File: src/include/tcoc_defines.svh
// register map, field positions, reset values and timing counts of the compare channel
`ifndef TCOC_DEFINES_SVH
`define TCOC_DEFINES_SVH

`define TCOC_ADDR_W       8
`define TCOC_DATA_W       16
`define TCOC_OFS_MODE     8'h18
`define TCOC_OFS_ENABLE   8'h20
`define TCOC_OFS_CMP      8'h34
`define TCOC_OFS_STATUS   8'h38
`define TCOC_OFS_ACTIVE   8'h3C

`define TCOC_DIR_LSB      0
`define TCOC_DIR_MSB      1
`define TCOC_FAST_BIT     2
`define TCOC_PRE_BIT      3
`define TCOC_MODE_LSB     4
`define TCOC_MODE_MSB     6
`define TCOC_OUTEN_BIT    0

`define TCOC_ST_REF_BIT   0
`define TCOC_ST_MATCH_BIT 1
`define TCOC_ST_SRC_BIT   2
`define TCOC_ST_LOCK_BIT  3

`define TCOC_RST_DIR      2'h0
`define TCOC_RST_MODE     3'h0
`define TCOC_RST_DATA     16'h0000
`define TCOC_PROT_LOCK    2'h3

// normal trigger-to-output path length in timer clocks; the fast path takes none
`define TCOC_TRIG_DLY     2

`endif

File: src/include/tcoc_pkg.sv
// types shared by the compare channel modules
package tcoc_pkg;

  typedef enum logic [2:0] {
    TCOC_FREEZE    = 3'h0,
    TCOC_SET_MATCH = 3'h1,
    TCOC_CLR_MATCH = 3'h2,
    TCOC_TOG_MATCH = 3'h3,
    TCOC_FORCE_LO  = 3'h4,
    TCOC_FORCE_HI  = 3'h5,
    TCOC_PWM1      = 3'h6,
    TCOC_PWM2      = 3'h7
  } tcoc_mode_t;

  typedef enum logic [1:0] {
    TCOC_DIR_OUT = 2'h0,
    TCOC_DIR_TI1 = 2'h1,
    TCOC_DIR_TI2 = 2'h2,
    TCOC_DIR_TRC = 2'h3
  } tcoc_dir_t;

endpackage : tcoc_pkg

File: src/hw/tcoc_channel.sv
// timer channel 1 in output compare mode: registers, input selection, trigger path
`timescale 1ns/1ps
`include "tcoc_defines.svh"
module tcoc_channel
  import tcoc_pkg::*;
#(
  parameter int CNT_W    = 16,
  parameter int TRIG_DLY = `TCOC_TRIG_DLY
) (
  input  wire logic                    i_mclk,
  input  wire logic                    i_rst_n,
  input  wire logic [`TCOC_ADDR_W-1:0] i_addr,
  input  wire logic [`TCOC_DATA_W-1:0] i_wdata,
  input  wire logic                    i_wr_stb,
  input  wire logic                    i_rd_stb,
  output logic      [`TCOC_DATA_W-1:0] o_rdata,
  input  wire logic [CNT_W-1:0]        i_counter_value,
  input  wire logic                    i_update_evt,
  input  wire logic                    i_trig_evt,
  input  wire logic [1:0]              i_protect_level,
  input  wire logic                    i_timer_input_one,
  input  wire logic                    i_timer_input_two,
  input  wire logic                    i_internal_trigger_selection_out,
  output logic                         o_chan1_reference_level,
  output logic                         o_chan1_compare_out,
  output logic                         o_chan1_capture_source,
  output logic                         o_chan1_is_input,
  output logic                         o_chan1_match_pulse
);

  ////////////////////////////////////////////////////////////////////////////////
  // declarations

  localparam int NPIN = 2;

  tcoc_dir_t               dir_ff;
  logic                    fast_ff;
  logic                    pre_en_ff;
  tcoc_mode_t              mode_ff;
  logic                    outen_ff;
  logic [`TCOC_DATA_W-1:0] rdata_ff;
  logic [`TCOC_DATA_W-1:0] nxt_rdata;
  logic                    match_prev_ff;
  logic [TRIG_DLY-1:0]     trig_pipe_ff;
  logic [NPIN-1:0]         pin_s1_ff;
  logic [NPIN-1:0]         pin_s2_ff;
  logic [NPIN-1:0]         pin_s3_ff;
  logic [NPIN-1:0]         pin_lvl_ff;
  logic [NPIN-1:0]         pin_raw;
  logic                    src_ff;
  logic                    nxt_src;
  logic                    ref_lvl;
  logic                    cmp_match;
  logic                    cmp_below;
  logic                    cmp_above;
  logic [CNT_W-1:0]        cmp_preload;
  logic [CNT_W-1:0]        cmp_active;
  logic                    wr_mode;
  logic                    wr_enable;
  logic                    wr_cmp;
  logic                    cfg_lock;
  logic                    match_evt;
  logic                    trig_act;
  logic                    sel_mode;
  logic                    sel_enable;
  logic                    sel_cmp;
  logic                    sel_status;
  logic                    sel_active;
  logic [`TCOC_DATA_W-1:0] mode_word;
  logic [`TCOC_DATA_W-1:0] status_word;

  ////////////////////////////////////////////////////////////////////////////////
  // address decode

  function automatic logic reg_hit(input logic [`TCOC_ADDR_W-1:0] addr,
                                   input logic [`TCOC_ADDR_W-1:0] ofs);
    reg_hit = (addr == ofs);
  endfunction : reg_hit

  assign sel_mode   = reg_hit(i_addr, `TCOC_OFS_MODE);
  assign sel_enable = reg_hit(i_addr, `TCOC_OFS_ENABLE);
  assign sel_cmp    = reg_hit(i_addr, `TCOC_OFS_CMP);
  assign sel_status = reg_hit(i_addr, `TCOC_OFS_STATUS);
  assign sel_active = reg_hit(i_addr, `TCOC_OFS_ACTIVE);

  assign wr_mode   = i_wr_stb && sel_mode;
  assign wr_enable = i_wr_stb && sel_enable;
  assign wr_cmp    = i_wr_stb && sel_cmp;

  // preload and mode freeze once protection reaches its top level on an output channel
  assign cfg_lock = (i_protect_level == `TCOC_PROT_LOCK) && (dir_ff == TCOC_DIR_OUT);

  ////////////////////////////////////////////////////////////////////////////////
  // mode register fields

  // direction may only move while the channel is disabled; the write is dropped silently
  always_ff @(posedge i_mclk or negedge i_rst_n) begin
    if (!i_rst_n) begin
      dir_ff <= tcoc_dir_t'(`TCOC_RST_DIR);
    end else if (wr_mode && !outen_ff) begin
      dir_ff <= tcoc_dir_t'(i_wdata[`TCOC_DIR_MSB:`TCOC_DIR_LSB]);
    end
  end

  always_ff @(posedge i_mclk or negedge i_rst_n) begin
    if (!i_rst_n) begin
      fast_ff <= 1'b0;
    end else if (wr_mode) begin
      fast_ff <= i_wdata[`TCOC_FAST_BIT];
    end
  end

  always_ff @(posedge i_mclk or negedge i_rst_n) begin
    if (!i_rst_n) begin
      pre_en_ff <= 1'b0;
    end else if (wr_mode && !cfg_lock) begin
      pre_en_ff <= i_wdata[`TCOC_PRE_BIT];
    end
  end

  // software is expected to keep PWM without preload to single-pulse use only
  always_ff @(posedge i_mclk or negedge i_rst_n) begin
    if (!i_rst_n) begin
      mode_ff <= tcoc_mode_t'(`TCOC_RST_MODE);
    end else if (wr_mode && !cfg_lock) begin
      mode_ff <= tcoc_mode_t'(i_wdata[`TCOC_MODE_MSB:`TCOC_MODE_LSB]);
    end
  end

  ////////////////////////////////////////////////////////////////////////////////
  // channel enable register

  always_ff @(posedge i_mclk or negedge i_rst_n) begin
    if (!i_rst_n) begin
      outen_ff <= 1'b0;
    end else if (wr_enable) begin
      outen_ff <= i_wdata[`TCOC_OUTEN_BIT];
    end
  end

  ////////////////////////////////////////////////////////////////////////////////
  // compare value and comparison

  tcoc_cmp_stage #(
    .W (CNT_W)
  ) u_cmp (
    .i_mclk          (i_mclk),
    .i_rst_n         (i_rst_n),
    .i_wr            (wr_cmp),
    .i_wdata         (i_wdata[CNT_W-1:0]),
    .i_preload_en    (pre_en_ff),
    .i_update_evt    (i_update_evt),
    .i_counter_value (i_counter_value),
    .o_preload       (cmp_preload),
    .o_active        (cmp_active),
    .o_match         (cmp_match),
    .o_below         (cmp_below),
    .o_above         (cmp_above)
  );

  // a held counter would otherwise toggle every clock; only the first equal cycle counts
  always_ff @(posedge i_mclk or negedge i_rst_n) begin
    if (!i_rst_n) begin
      match_prev_ff <= 1'b0;
    end else begin
      match_prev_ff <= cmp_match;
    end
  end

  assign match_evt = cmp_match && !match_prev_ff;

  ////////////////////////////////////////////////////////////////////////////////
  // trigger path

  // the normal path waits TRIG_DLY clocks; fast enable bypasses the pipe entirely
  always_ff @(posedge i_mclk or negedge i_rst_n) begin
    if (!i_rst_n) begin
      trig_pipe_ff <= '0;
    end else begin
      trig_pipe_ff[0] <= i_trig_evt;
      for (int i = 1; i < TRIG_DLY; i++) begin
        trig_pipe_ff[i] <= trig_pipe_ff[i-1];
      end
    end
  end

  assign trig_act = fast_ff ? i_trig_evt : trig_pipe_ff[TRIG_DLY-1];

  ////////////////////////////////////////////////////////////////////////////////
  // reference level

  tcoc_ref_gen u_ref (
    .i_mclk      (i_mclk),
    .i_rst_n     (i_rst_n),
    .i_mode      (mode_ff),
    .i_match_evt (match_evt),
    .i_force_evt (trig_act),
    .i_below     (cmp_below),
    .i_above     (cmp_above),
    .o_ref       (ref_lvl)
  );

  assign o_chan1_reference_level = ref_lvl;
  assign o_chan1_match_pulse     = match_evt;

  ////////////////////////////////////////////////////////////////////////////////
  // compare output pin

  // the pin output follows the reference only when enabled on an output channel
  always_ff @(posedge i_mclk or negedge i_rst_n) begin
    if (!i_rst_n) begin
      o_chan1_compare_out <= 1'b0;
    end else begin
      o_chan1_compare_out <= ref_lvl && outen_ff && (dir_ff == TCOC_DIR_OUT);
    end
  end

  ////////////////////////////////////////////////////////////////////////////////
  // timer input pins: three flops, a change is taken once stages two and three agree

  assign pin_raw = {i_timer_input_two, i_timer_input_one};

  always_ff @(posedge i_mclk or negedge i_rst_n) begin
    if (!i_rst_n) begin
      pin_s1_ff <= '0;
      pin_s2_ff <= '0;
      pin_s3_ff <= '0;
    end else begin
      pin_s1_ff <= pin_raw;
      pin_s2_ff <= pin_s1_ff;
      pin_s3_ff <= pin_s2_ff;
    end
  end

  always_ff @(posedge i_mclk or negedge i_rst_n) begin
    if (!i_rst_n) begin
      pin_lvl_ff <= '0;
    end else begin
      for (int i = 0; i < NPIN; i++) begin
        if (pin_s2_ff[i] == pin_s3_ff[i]) begin
          pin_lvl_ff[i] <= pin_s3_ff[i];
        end
      end
    end
  end

  ////////////////////////////////////////////////////////////////////////////////
  // capture source selection

  // the internal trigger output is already on this clock, so it needs no synchroniser
  always_comb begin
    nxt_src = 1'b0;
    unique case (dir_ff)
      TCOC_DIR_OUT: nxt_src = 1'b0;
      TCOC_DIR_TI1: nxt_src = pin_lvl_ff[0];
      TCOC_DIR_TI2: nxt_src = pin_lvl_ff[1];
      TCOC_DIR_TRC: nxt_src = i_internal_trigger_selection_out;
    endcase
  end

  always_ff @(posedge i_mclk or negedge i_rst_n) begin
    if (!i_rst_n) begin
      src_ff <= 1'b0;
    end else begin
      src_ff <= nxt_src;
    end
  end

  assign o_chan1_capture_source = src_ff;
  assign o_chan1_is_input       = (dir_ff != TCOC_DIR_OUT);

  ////////////////////////////////////////////////////////////////////////////////
  // readable words

  // bits above the mode field stay zero
  always_comb begin
    mode_word                                = '0;
    mode_word[`TCOC_DIR_MSB:`TCOC_DIR_LSB]   = dir_ff;
    mode_word[`TCOC_FAST_BIT]                = fast_ff;
    mode_word[`TCOC_PRE_BIT]                 = pre_en_ff;
    mode_word[`TCOC_MODE_MSB:`TCOC_MODE_LSB] = mode_ff;
  end

  // status bits are live; a read clears nothing
  always_comb begin
    status_word                     = '0;
    status_word[`TCOC_ST_REF_BIT]   = ref_lvl;
    status_word[`TCOC_ST_MATCH_BIT] = cmp_match;
    status_word[`TCOC_ST_SRC_BIT]   = src_ff;
    status_word[`TCOC_ST_LOCK_BIT]  = cfg_lock;
  end

  ////////////////////////////////////////////////////////////////////////////////
  // read path

  always_comb begin
    nxt_rdata = '0;
    if (sel_mode) begin
      nxt_rdata = mode_word;
    end else if (sel_enable) begin
      nxt_rdata[`TCOC_OUTEN_BIT] = outen_ff;
    end else if (sel_cmp) begin
      nxt_rdata[CNT_W-1:0] = cmp_preload;
    end else if (sel_status) begin
      nxt_rdata = status_word;
    end else if (sel_active) begin
      nxt_rdata[CNT_W-1:0] = cmp_active;
    end
  end

  // data stands only in the cycle after the strobe; otherwise the bus reads zero
  always_ff @(posedge i_mclk or negedge i_rst_n) begin
    if (!i_rst_n) begin
      rdata_ff <= `TCOC_RST_DATA;
    end else if (i_rd_stb) begin
      rdata_ff <= nxt_rdata;
    end else begin
      rdata_ff <= `TCOC_RST_DATA;
    end
  end

  assign o_rdata = rdata_ff;

endmodule : tcoc_channel

File: src/hw/tcoc_cmp_stage.sv
// compare value preload stage, active compare value and counter comparison
`timescale 1ns/1ps
`include "tcoc_defines.svh"
module tcoc_cmp_stage
  import tcoc_pkg::*;
#(
  parameter int W = 16
) (
  input  wire logic         i_mclk,
  input  wire logic         i_rst_n,
  input  wire logic         i_wr,
  input  wire logic [W-1:0] i_wdata,
  input  wire logic         i_preload_en,
  input  wire logic         i_update_evt,
  input  wire logic [W-1:0] i_counter_value,
  output logic      [W-1:0] o_preload,
  output logic      [W-1:0] o_active,
  output logic              o_match,
  output logic              o_below,
  output logic              o_above
);

  logic [W-1:0] preload_ff;
  logic [W-1:0] active_ff;

  always_ff @(posedge i_mclk or negedge i_rst_n) begin
    if (!i_rst_n) begin
      preload_ff <= W'(`TCOC_RST_DATA);
    end else if (i_wr) begin
      preload_ff <= i_wdata;
    end
  end

  // without preload a write lands in the active value at once; with it, only an update moves it
  always_ff @(posedge i_mclk or negedge i_rst_n) begin
    if (!i_rst_n) begin
      active_ff <= W'(`TCOC_RST_DATA);
    end else if (i_wr && !i_preload_en) begin
      active_ff <= i_wdata;
    end else if (i_update_evt && i_preload_en) begin
      active_ff <= preload_ff;
    end
  end

  assign o_preload = preload_ff;
  assign o_active  = active_ff;
  assign o_match   = (i_counter_value == active_ff);
  assign o_below   = (i_counter_value < active_ff);
  assign o_above   = (i_counter_value > active_ff);

endmodule : tcoc_cmp_stage

File: src/hw/tcoc_ref_gen.sv
// reference level generator for the eight compare modes
`timescale 1ns/1ps
module tcoc_ref_gen
  import tcoc_pkg::*;
(
  input  wire logic       i_mclk,
  input  wire logic       i_rst_n,
  input  tcoc_mode_t      i_mode,
  input  wire logic       i_match_evt,
  input  wire logic       i_force_evt,
  input  wire logic       i_below,
  input  wire logic       i_above,
  output logic            o_ref
);

  logic       ref_ff;
  logic       nxt_ref;
  logic       lvl_ff;
  logic       lvl;
  logic       hit;
  tcoc_mode_t prev_mode_ff;

  assign lvl = (i_mode == TCOC_PWM2) ? i_above : i_below;
  assign hit = i_match_evt | i_force_evt;

  always_comb begin
    nxt_ref = ref_ff;
    unique case (i_mode)
      TCOC_FREEZE:    nxt_ref = ref_ff;
      TCOC_SET_MATCH: if (hit) nxt_ref = 1'b1;
      TCOC_CLR_MATCH: if (hit) nxt_ref = 1'b0;
      TCOC_TOG_MATCH: if (hit) nxt_ref = ~ref_ff;
      TCOC_FORCE_LO:  nxt_ref = 1'b0;
      TCOC_FORCE_HI:  nxt_ref = 1'b1;
      TCOC_PWM1, TCOC_PWM2: begin
        // a trigger jumps straight to the level that follows the compare
        if (i_force_evt) begin
          nxt_ref = (i_mode == TCOC_PWM2);
        end else if (lvl != lvl_ff || prev_mode_ff == TCOC_FREEZE) begin
          nxt_ref = lvl;
        end
      end
    endcase
  end

  always_ff @(posedge i_mclk or negedge i_rst_n) begin
    if (!i_rst_n) begin
      ref_ff       <= 1'b0;
      lvl_ff       <= 1'b0;
      prev_mode_ff <= TCOC_FREEZE;
    end else begin
      ref_ff       <= nxt_ref;
      lvl_ff       <= lvl;
      prev_mode_ff <= i_mode;
    end
  end

  assign o_ref = ref_ff;

endmodule : tcoc_ref_gen

File: config.mk
export PLATFORM = sky130hd
export DESIGN_NAME = tcoc_channel
export DESIGN_NICKNAME = d
export VERILOG_FILES = /design/src/include/tcoc_pkg.sv /design/src/hw/tcoc_channel.sv /design/src/hw/tcoc_cmp_stage.sv /design/src/hw/tcoc_ref_gen.sv
export VERILOG_INCLUDE_DIRS = /design/src /design/src/include
export SDC_FILE = /design/constraint.sdc
export NUM_CORES = 1
export LEC_CHECK = 0
export ABC_CLOCK_PERIOD_IN_PS = 3030
export BUFFER_PORTS_ARGS = -buffer_cell sky130_fd_sc_hd__buf_4
export CORE_UTILIZATION = 55
export DETAILED_ROUTE_END_ITERATION = 16
export MAX_ROUTING_LAYER = met4
export PLACE_DENSITY = 0.91
export SLEW_MARGIN = 10
export SYNTH_ARGS = -nofsm -noshare
export SYNTH_HDL_FRONTEND = slang
export SYNTH_SLANG_ARGS = --single-unit
File: constraint.sdc
create_clock -name i_mclk -period 3.03 [get_ports i_mclk]
set_input_delay 0.4545 -clock i_mclk [delete_from_list [all_inputs] [get_ports i_mclk]]
set_output_delay 0.4545 -clock i_mclk [all_outputs]
set_load 0.1 [all_outputs]
==> impl_metrics.py, run 1 <==
metrics = {
    "setup_path": {
        "max_stage_delay_ns": 0.40,
        "worstPathMaxFanout": 4,
        "cp_data_required_time_ns": 2.58,
        "critical_path.startpoint_type": "flip-flop",
        "crit_type": "flip-flop to primary output",
        "endpoint_kind": "primary output",
        "rr_worst_depth": 8,
        "reg2reg_from": "u_cmp.o_active[11]",
        "critPathSlowestCell": "dfrtp_1",
        "reg2reg_slack_ns": 0.47,
        "cp.arrival_ns": 2.15,
        "cp_cell_sequence": "inv_1, ha_1, and4_1, nand4_1, nor2_1, buf_4",
        "crit_start": "u_cmp.o_active[11]",
        "worstReg2RegEnd": "u_ref.o_ref",
    },
    "finish": {
        "n_antenna_cell": 0,
        "final_cells": 469,
        "drive_gt1_frac": 0.3214,
        "final_common_cell": "dfrtp_1",
        "final_core_util": 0.6904,
        "finalNetCount": 454,
        "layout_common_cells": "dfrtp_1, buf_4, mux2_2",
        "area_growth_pct": 21.67,
    },
    "placed_design": {
        "dp_worst_setup_slack_ns": 0.4229,
        "dpl.hpwl_um": 6080,
        "place_congestion": 0.8777,
        "port_buffers": 71,
        "dp_cells": 453,
    },
    "global_routing": {
        "overflow": 0,
        "grt_pass1_wl_um": 14210,
        "antenna_found_initial": 0,
        "grt_pass1_vias": 2995,
        "gr-usage-all-layers": 0.2763,
        "grt_max_degree": 75,
    },
    "clock_tree": {
        "cts_resized": 0,
        "cts_tree": "done",
        "post_cts_buffers": 0,
        "clock_latency_ns": 0.35,
        "hold_buffers": 0,
        "clk_pin_slew_ns": 0.08,
        "cts_buffers": 9,
        "cts.sinks": 74,
        "htree_levels": 3,
        "cts_root_buf": "clkbuf_8",
        "ctsLongestPathBuffers": 2,
    },
    "flow_run": {
        "maxCapViolations": 0,
    },
    "floorplanning": {
        "dieArea_um2": 6879,
        "fp-row-count": 29,
        "core-area_um2": 6350,
        "ioPinCount": 72,
        "initial_core_util": 0.5675,
        "fp.dieH_um": 82.94,
        "die_x_um": 82.94,
    },
    "power": {
        "seqPwrFrac": 0.507,
        "power_frac_clock": 0.355,
        "comb_power_share": 0.139,
        "p_leak_nw": 2.214,
        "ir_worst_vdd_mv": 0.3191,
        "swShare": 0.2748,
        "powerDensity_nw_per_um2": 484.6,
        "p_int_w": 0.001541,
        "switchingPower_w": 0.0005838,
    },
    "timing": {
        "fin_crit_ns": 2.607,
        "tightest_slew_ns": 0.9112,
        "worst_slack_ns": 0.4232,
        "fin_skew_ns": 0.004055,
        "hold_viol": 0,
        "slew_violations": 0,
        "rsz0062_at_grt": "false",
        "relSlewSlack": 0.3925,
        "setup_viol": 0,
        "finalSetupTns_ns": 0,
        "max_freq_mhz": 383.6,
        "finalCritPeriodShare": 0.8603,
    },
    "hold_path": {
        "hp-class": "input pin to flip-flop",
        "hp-start": "i_timer_input_two",
        "hold-path-endpoint": "pin_s1_ff[1]",
        "min_delay_path_depth": 1,
    },
    "route": {
        "first_iter_violations": 255,
        "firstDrtPassIters": 4,
        "post-route-drc-count": 0,
        "totalWireLength_um": 8613,
        "wl_per_cell_um": 18.36,
        "via_per_inst": 6.004,
        "ant_nets": 0,
        "vias": 2816,
    },
    "synth": {
        "yosysSeqAreaShare": 0.5139,
        "synthesis.area_um2": 3603,
        "yosys_warnings": 0,
        "avgSynthCellArea_um2": 11.51,
        "syn-num-nets": 380,
        "synth_cells": 313,
        "ys_types": 42,
        "ys_ff_latch": 74,
    },
    "outcome": {
        "status": "completed",
    },
}
-- per-layer routing --
layer  part of all wire  vias to the layer above  global-route usage
li1                   -                     1291                   -
met1               0.40                     1383              0.3241
met2               0.51                      108              0.4344
met3              0.055                       34             0.06660
met4              0.042                        0              0.1630
met5                  0                        -                   -
-- state kept, by name (all words and copies together), names as in the netlist --
signal                  flops
o_chan1_capture_source      1
o_chan1_compare_out         1
fast_ff                     1
u_ref.prev_mode_ff          3
mode_ff                     3
u_ref.lvl_ff                1
pin_s2_ff                   2
trig_pipe_ff                2
u_cmp.o_preload            16
pin_s1_ff                   2
dir_ff                      2
pin_lvl_ff                  2
outen_ff                    1
o_rdata                    16
u_ref.o_ref                 1
match_prev_ff               1
u_cmp.o_active             16
pre_en_ff                   1
pin_s3_ff                   2
-- Yosys cell counts, drive strengths merged --
cell type | instances | area, µm²
a221oi | 1 | 8.760
nand2 | 19 | 71.32
dfrtp | 74 | 1852
nor4 | 3 | 25.02
a2bb2oi | 1 | 8.760
maj3 | 2 | 20.02
a21o | 2 | 15.01
o311ai | 2 | 17.52
nand3 | 5 | 25.02
inv | 20 | 75.07
mux2 | 31 | 349.1
a41oi | 1 | 8.760
or4 | 1 | 7.510
o31ai | 1 | 7.510
a31o | 1 | 8.760
and3 | 18 | 112.6
a21oi | 13 | 68.82
a22oi | 4 | 30.03
mux2i | 15 | 150.1
nor2b | 9 | 56.30
nand3b | 1 | 20.02
nand4 | 4 | 25.02
o211ai | 2 | 15.01
a31oi | 1 | 6.260
nor3 | 2 | 10.01
and3b | 1 | 8.760
and2 | 1 | 6.260
nor3b | 1 | 7.510
o21ai | 12 | 60.06
ha | 16 | 200.2
a221o | 13 | 130.1
nor4bb | 1 | 10.01
clkbuf | 4 | 15.01
and4 | 4 | 35.03
buf | 6 | 42.53
nor2 | 21 | 93.84
-- worst max-delay path by stage --
stage / endpoint / slack, ns / cells past startpoint
6_report: o_chan1_match_pulse / 0.42 / 6
5_1_grt: o_chan1_match_pulse / 0.35 / 6
4_1_cts: o_chan1_match_pulse / 0.43 / 6
3_5_place_dp: u_ref.o_ref / 0.42 / 8
3_3_place_gp: u_ref.o_ref / 0.63 / 8
2_1_floorplan: o_chan1_match_pulse / 0.16 / 4
-- worst max-delay path: cells and delay by family (launching register included) --
| kind | cells | cell delay [ns] |
|---|---|---|
| adders and majority gates | 1 | 0.30 |
| buffers and inverters | 2 | 0.39 |
| DFF | 1 | 0.40 |
| and+or+nand+nor | 3 | 0.72 |
-- cells by family after synthesis --
group | count (synthesis) | synth area share
compound gates | 54 | 0.1069
fa+ha+maj | 18 | 0.06111
buf+inv | 30 | 0.03680
flops | 74 | 0.5139
mux | 46 | 0.1385
simple gates | 91 | 0.1427
-- layout make-up --
type / instances / area, µm²
clock buffer: 9 / 123.9
fill: 423 / 1966
inverter: 20 / 75.07
timing repair buffer: 73 / 548.0
clock inverter: 7 / 70.07
tap: 77 / 96.34
multi-input combinational: 209 / 1619
sequential: 74 / 1852
-- power by group through the flow --
stage	clock network, W	registers, W	logic, W
after floorplan	0	0.00111	0.000140
after global placement	0	0.00109	0.000279
final	0.000753	0.00108	0.000295
after CTS	0.000758	0.00108	0.000295
after global routing	0.000805	0.00108	0.000323
after detailed placement	0	0.00109	0.000294
-- metrics by stage --
step                      power [W]  hold WS (ns)  area, µm²
after floorplan            0.001249        0.1589       3603
after global placement     0.001369        0.3317       4190
after detailed placement   0.001387        0.3347       4190
after CTS                  0.002129        0.1917       4384
after global routing       0.002208        0.1810       4384
final                      0.002124        0.1995       4384
Power figures use the tool's default switching activity.
==> run 2: changes to the inputs <==
- CORE_UTILIZATION: 55 -> 30
- CTS_BUF_LIST: unset -> sky130_fd_sc_hd__clkbuf_8
- PLACE_DENSITY: 0.91 -> 0.6
==> run 2 against run 1 <==
The run now ends with DRC left; cell count rose by 14%; combinational power barely moved; worst setup slack improved by 0.068 ns; via count fell by 3.6%; critical path depth did not move; non-clock buffer count did not move.
==> impl_metrics.py, run 2 (synthesis results as in run 1) <==
metrics = {
    "outcome": {
        "status": "complete, but fails checks",
        "violations": "DRC",
    },
    "clock_tree": {
        "clock_latency_ns": 0.35,
        "hold_buffers": 0,
        "cts_resized": 0,
        "post_cts_buffers": 0,
        "cts_root_buf": "clkbuf_8",
        "clk_pin_slew_ns": 0.09,
        "htree_levels": 3,
        "cts_buffers": 9,
        "cts_tree": "done",
        "ctsLongestPathBuffers": 2,
        "cts.sinks": 74,
    },
    "setup_path": {
        "path_buf_inv": 2,
        "worstPathMaxFanout": 5,
        "reg2reg_from": "u_cmp.o_active[14]",
        "cp_cell_sequence": "inv_1, ha_1, and4_1, nand4_1, nor2_1, buf_4",
        "critical_path.startpoint_type": "flip-flop",
        "reg2reg_slack_ns": 0.68,
        "endpoint_kind": "primary output",
        "cp_data_required_time_ns": 2.58,
        "crit_type": "flip-flop to primary output",
        "critPathSlowestCell": "dfrtp_1",
        "cp.arrival_ns": 2.08,
        "rr_worst_depth": 8,
        "max_stage_delay_ns": 0.38,
        "worstReg2RegEnd": "u_ref.o_ref",
        "cp_top_family": "simple AND/OR/NAND/NOR gates",
    },
    "route": {
        "wl_per_cell_um": 16.81,
        "ant_nets": 0,
        "via_per_inst": 5.077,
        "vias": 2716,
        "totalWireLength_um": 8993,
        "firstDrtPassIters": 10,
        "post-route-drc-count": 4,
        "first_iter_violations": 82,
    },
    "timing": {
        "relSlewSlack": 0.3781,
        "finalSetupTns_ns": 0,
        "slew_violations": 0,
        "fin_skew_ns": 0.01183,
        "tightest_slew_ns": 0.9329,
        "finalCritPeriodShare": 0.8379,
        "fin_crit_ns": 2.539,
        "worst_slack_ns": 0.4910,
        "max_freq_mhz": 393.9,
        "hold_viol": 0,
        "rsz0062_at_grt": "false",
        "setup_viol": 0,
    },
    "power": {
        "ir_worst_vdd_mv": 0.1796,
        "powerDensity_nw_per_um2": 465.8,
        "p_leak_nw": 2.197,
    },
    "finish": {
        "final_common_cell": "dfrtp_1",
        "n_antenna_cell": 0,
        "layout_common_cells": "dfrtp_1, buf_4, mux2_2",
        "finalNetCount": 454,
        "final_cells": 535,
        "design_area_um2": 4453,
        "fill_cells": 1123,
        "drive_gt1_frac": 0.3189,
        "area_growth_pct": 23.58,
    },
    "placed_design": {
        "port_buffers": 71,
        "place_congestion": 0.8505,
        "dp_worst_setup_slack_ns": 0.5317,
        "dp_cells": 519,
        "dpl.hpwl_um": 6324,
        "post_dp_cell_area_um2": 4273,
    },
    "floorplanning": {
        "ioPinCount": 72,
        "initial_core_util": 0.3116,
        "dieArea_um2": 12450,
        "die_x_um": 111.6,
        "core-area_um2": 11560,
        "fp.dieH_um": 111.6,
        "fp-row-count": 39,
    },
    "global_routing": {
        "grt_pass1_vias": 2783,
        "grt_pass1_wl_um": 14460,
        "antenna_found_initial": 0,
        "grt_max_degree": 75,
        "overflow": 0,
        "gr-usage-all-layers": 0.1568,
    },
    "hold_path": {
        "hold-path-endpoint": "pin_s1_ff[0]",
        "min_delay_path_depth": 1,
        "hp-class": "input pin to flip-flop",
        "hp-start": "i_timer_input_one",
    },
    "flow_run": {
        "maxCapViolations": 0,
    },
}
run 2: cell count changes in the layout (fill, tap and decap cells not counted), sizes merged:
cell | before | now
clkinv | 5 | 0
clkbuf | 9 | 10
inv | 20 | 22
bufinv | 1 | 0
clkinvlp | 1 | 4
run 2: worst max-delay path by stage:
stage / start / to / slack (ns) / cells after the start
floorplan: i_counter_value[14] / o_chan1_match_pulse / 0.16 / 4
global placement: i_counter_value[14] / u_ref.o_ref / 0.61 / 8
detailed placement: i_counter_value[14] / u_ref.o_ref / 0.53 / 8
CTS: u_cmp.o_active[14] / o_chan1_match_pulse / 0.47 / 6
global route: u_cmp.o_active[14] / o_chan1_match_pulse / 0.37 / 6
finish: u_cmp.o_active[14] / o_chan1_match_pulse / 0.49 / 6
run 2: final cells by class:
class / instances / area (µm²) / share of cell area
multi-input cells: 209 / 1619 / 0.3636
well taps: 143 / 178.9 / 0.04018
clock inverters: 6 / 42.54 / 0.009553
inverters: 20 / 75.07 / 0.01686
repair buffers: 73 / 548.0 / 0.1231
flip-flops and latches: 74 / 1852 / 0.4158
clock buffers: 10 / 137.6 / 0.03091
run 2: power breakdown:
part           internal (W)  total, W  switching (W)
combinational      0.000129  0.000292       0.000163
clock              0.000319  0.000707       0.000388
sequential          0.00103   0.00107      0.0000422
run 2: per-layer routing:
layer | share of wire | GRT usage | routed length [µm] | vias up
li1 | - | - | - | 1291
met1 | 0.46 | 0.1956 | 4154 | 1332
met2 | 0.48 | 0.2492 | 4310 | 84
met3 | 0.050 | 0.04464 | 446 | 9
met4 | 0.0091 | 0.04234 | 82 | 0
met5 | 0 | - | 0 | -
run 2: metrics by stage:
step	util	hold slack (ns)	total power, W
floorplan	-	0.1589	0.001249
global placement	0.3695	0.3341	0.001378
detailed placement	0.3695	0.3347	0.001388
CTS	0.3850	0.1880	0.002097
global route	0.3850	0.1701	0.002187
finish	0.3850	0.2073	0.002074
==> run 3: changes to the inputs <==
- ABC_CLOCK_PERIOD_IN_PS: 3030 -> 2360
- clock period: 3.03 -> 2.36 ns (I/O delays scaled with it)
==> run 3 against run 2 <==
The run still ends with DRC left; worst setup slack worse by 0.45 ns; critical path depth grew 4; global-route usage about the same; critical endpoint is now u_ref.o_ref.
==> impl_metrics.py, run 3 (synthesis results as in run 1) <==
metrics = {
    "outcome": {
        "status": "complete, but fails checks",
        "violations": "DRC",
    },
    "hold_path": {
        "hp-class": "input pin to flip-flop",
    },
    "finish": {
        "finalNetCount": 471,
        "final_common_cell": "buf_4",
        "area_growth_pct": 31.42,
        "layout_common_cells": "buf_4, dfrtp_1, mux2_2",
        "n_antenna_cell": 0,
        "design_area_um2": 4736,
        "drive_gt1_frac": 0.3897,
        "fill_cells": 1093,
    },
    "flow_run": {
        "maxCapViolations": 0,
    },
    "placed_design": {
        "place_congestion": 0.8910,
        "dp_worst_setup_slack_ns": -0.08846,
        "port_buffers": 71,
        "dpl.hpwl_um": 6508,
        "post_dp_cell_area_um2": 4333,
    },
    "setup_path": {
        "worstPathMaxFanout": 3,
        "crit_type": "flip-flop to flip-flop",
        "cp.arrival_ns": 2.55,
        "endpoint_kind": "flip-flop",
        "critical_path.startpoint_type": "flip-flop",
        "cp_data_required_time_ns": 2.60,
    },
    "clock_tree": {
        "htree_levels": 3,
        "cts_tree": "done",
        "clk_pin_slew_ns": 0.08,
        "cts_buffers": 9,
        "cts_root_buf": "clkbuf_8",
        "clock_latency_ns": 0.35,
        "ctsLongestPathBuffers": 2,
        "cts.sinks": 74,
    },
    "timing": {
        "slew_violations": 0,
        "worst_slack_ns": 0.04285,
        "setup_viol": 0,
        "fin_crit_ns": 2.317,
        "tightest_slew_ns": 0.7467,
        "fin_skew_ns": 0.01057,
        "finalCritPeriodShare": 0.9818,
        "max_freq_mhz": 431.6,
        "rsz0062_at_grt": "true",
        "finalSetupTns_ns": 0,
        "hold_viol": 0,
        "whs_ns": 0.1015,
        "relSlewSlack": 0.5022,
    },
    "floorplanning": {
        "core-area_um2": 11560,
        "dieArea_um2": 12450,
        "ioPinCount": 72,
        "fp-row-count": 39,
        "fp.dieH_um": 111.6,
        "die_x_um": 111.6,
        "initial_core_util": 0.3116,
    },
    "power": {
        "total_power_w": 0.002679,
        "p_leak_nw": 2.313,
        "powerDensity_nw_per_um2": 565.7,
        "ir_worst_vdd_mv": 0.2356,
    },
    "route": {
        "first_iter_violations": 146,
        "vias": 2806,
        "totalWireLength_um": 9379,
        "ant_nets": 0,
        "post-route-drc-count": 1,
        "wl_per_cell_um": 17.02,
        "firstDrtPassIters": 12,
        "via_per_inst": 5.093,
    },
    "global_routing": {
        "grt_pass1_wl_um": 14470,
        "grt_pass1_vias": 2759,
        "grt_max_degree": 46,
        "overflow": 0,
        "gr-usage-all-layers": 0.1569,
        "antenna_found_initial": 0,
    },
}
-- run 3: cell count changes in the layout (fill, tap and decap cells not counted), sizes merged --
cell,delta
dlygate4sd3,+1
clkinv,+2
buf,+16
clkinvlp,-1
inv,-1
clkbuf,-1
-- run 3: final cells by class --
cell class,instances,area [µm²],area share
flip-flops and latches,74,1852,0.3910
clock inverters,6,36.28,0.007662
inverters,20,75.07,0.01585
clock buffers,9,123.9,0.02616
repair buffers,90,703.2,0.1485
well taps,143,178.9,0.03778
multi-input cells,209,1767,0.3731
-- run 3: metrics by stage --
step / utilization / std cells
5_1_grt: 0.4095 / 551
3_5_place_dp: 0.3747 / 525
3_3_place_gp: 0.3747 / 525
4_1_cts: 0.3900 / 541
2_1_floorplan: - / 313
6_report: 0.4095 / 551
-- run 3: power by group --
group / switching [W] / internal (W) / total, W / leakage (nW)
Sequential: 0.0000486 / 0.00133 / 0.00137 / 0.997
Combinational: 0.000238 / 0.000221 / 0.000458 / 1.24
Clock: 0.000478 / 0.000368 / 0.000846 / 0.0783
Total: 0.000764 / 0.00191 / 0.00268 / 2.31
-- run 3: layer usage --
layer  share of wire  track usage  wire length, µm  up-vias
met5               0            -                0        -
met1            0.44       0.1973             4140     1402
met4           0.016      0.05135              146        0
li1                -            -                -     1325
met3           0.047      0.04083              441       16
met2            0.50       0.2463             4651       63
-- run 3: worst paths after layout --
kind | startpoint | end | slack (ns) | cells past startpoint
setup / recovery | u_cmp.o_active[1] | u_ref.o_ref | 0.04 | 10
hold / removal | i_timer_input_one | pin_s1_ff[0] | 0.10 | 1
setup reg to reg | u_cmp.o_active[1] | u_ref.o_ref | 0.04 | 10
hold reg to reg | pin_s1_ff[1] | pin_s2_ff[1] | 0.36 | 0
max in group asynchronous | i_rst_n | u_ref.prev_mode_ff[1] | 1.31 | 3
min in group asynchronous | i_rst_n | pin_s1_ff[1] | 0.46 | 2
-- run 3: critical path, cell delays in order, from the launching register on --
cell and delay [ns]:
dfrtp_1 0.41, inv_2 0.08, ha_4 0.20, nor2b_4 0.12
o211ai_1 0.23, a21o_1 0.15, nand4_1 0.13, buf_4 0.19
nor4bb_2 0.33, nor3_2 0.08, mux2_4 0.30
-- run 3: what timing repair did --
action | in CTS | in global routing
endpoints found under the hold margin | 29 | 0
gates resized for setup | 3 | 24
endpoints found under the setup margin | 2 | 2
hold buffers | 1 | 0
pin swaps | 0 | 12
setup buffers | 0 | 10
gates cloned | 0 | 0
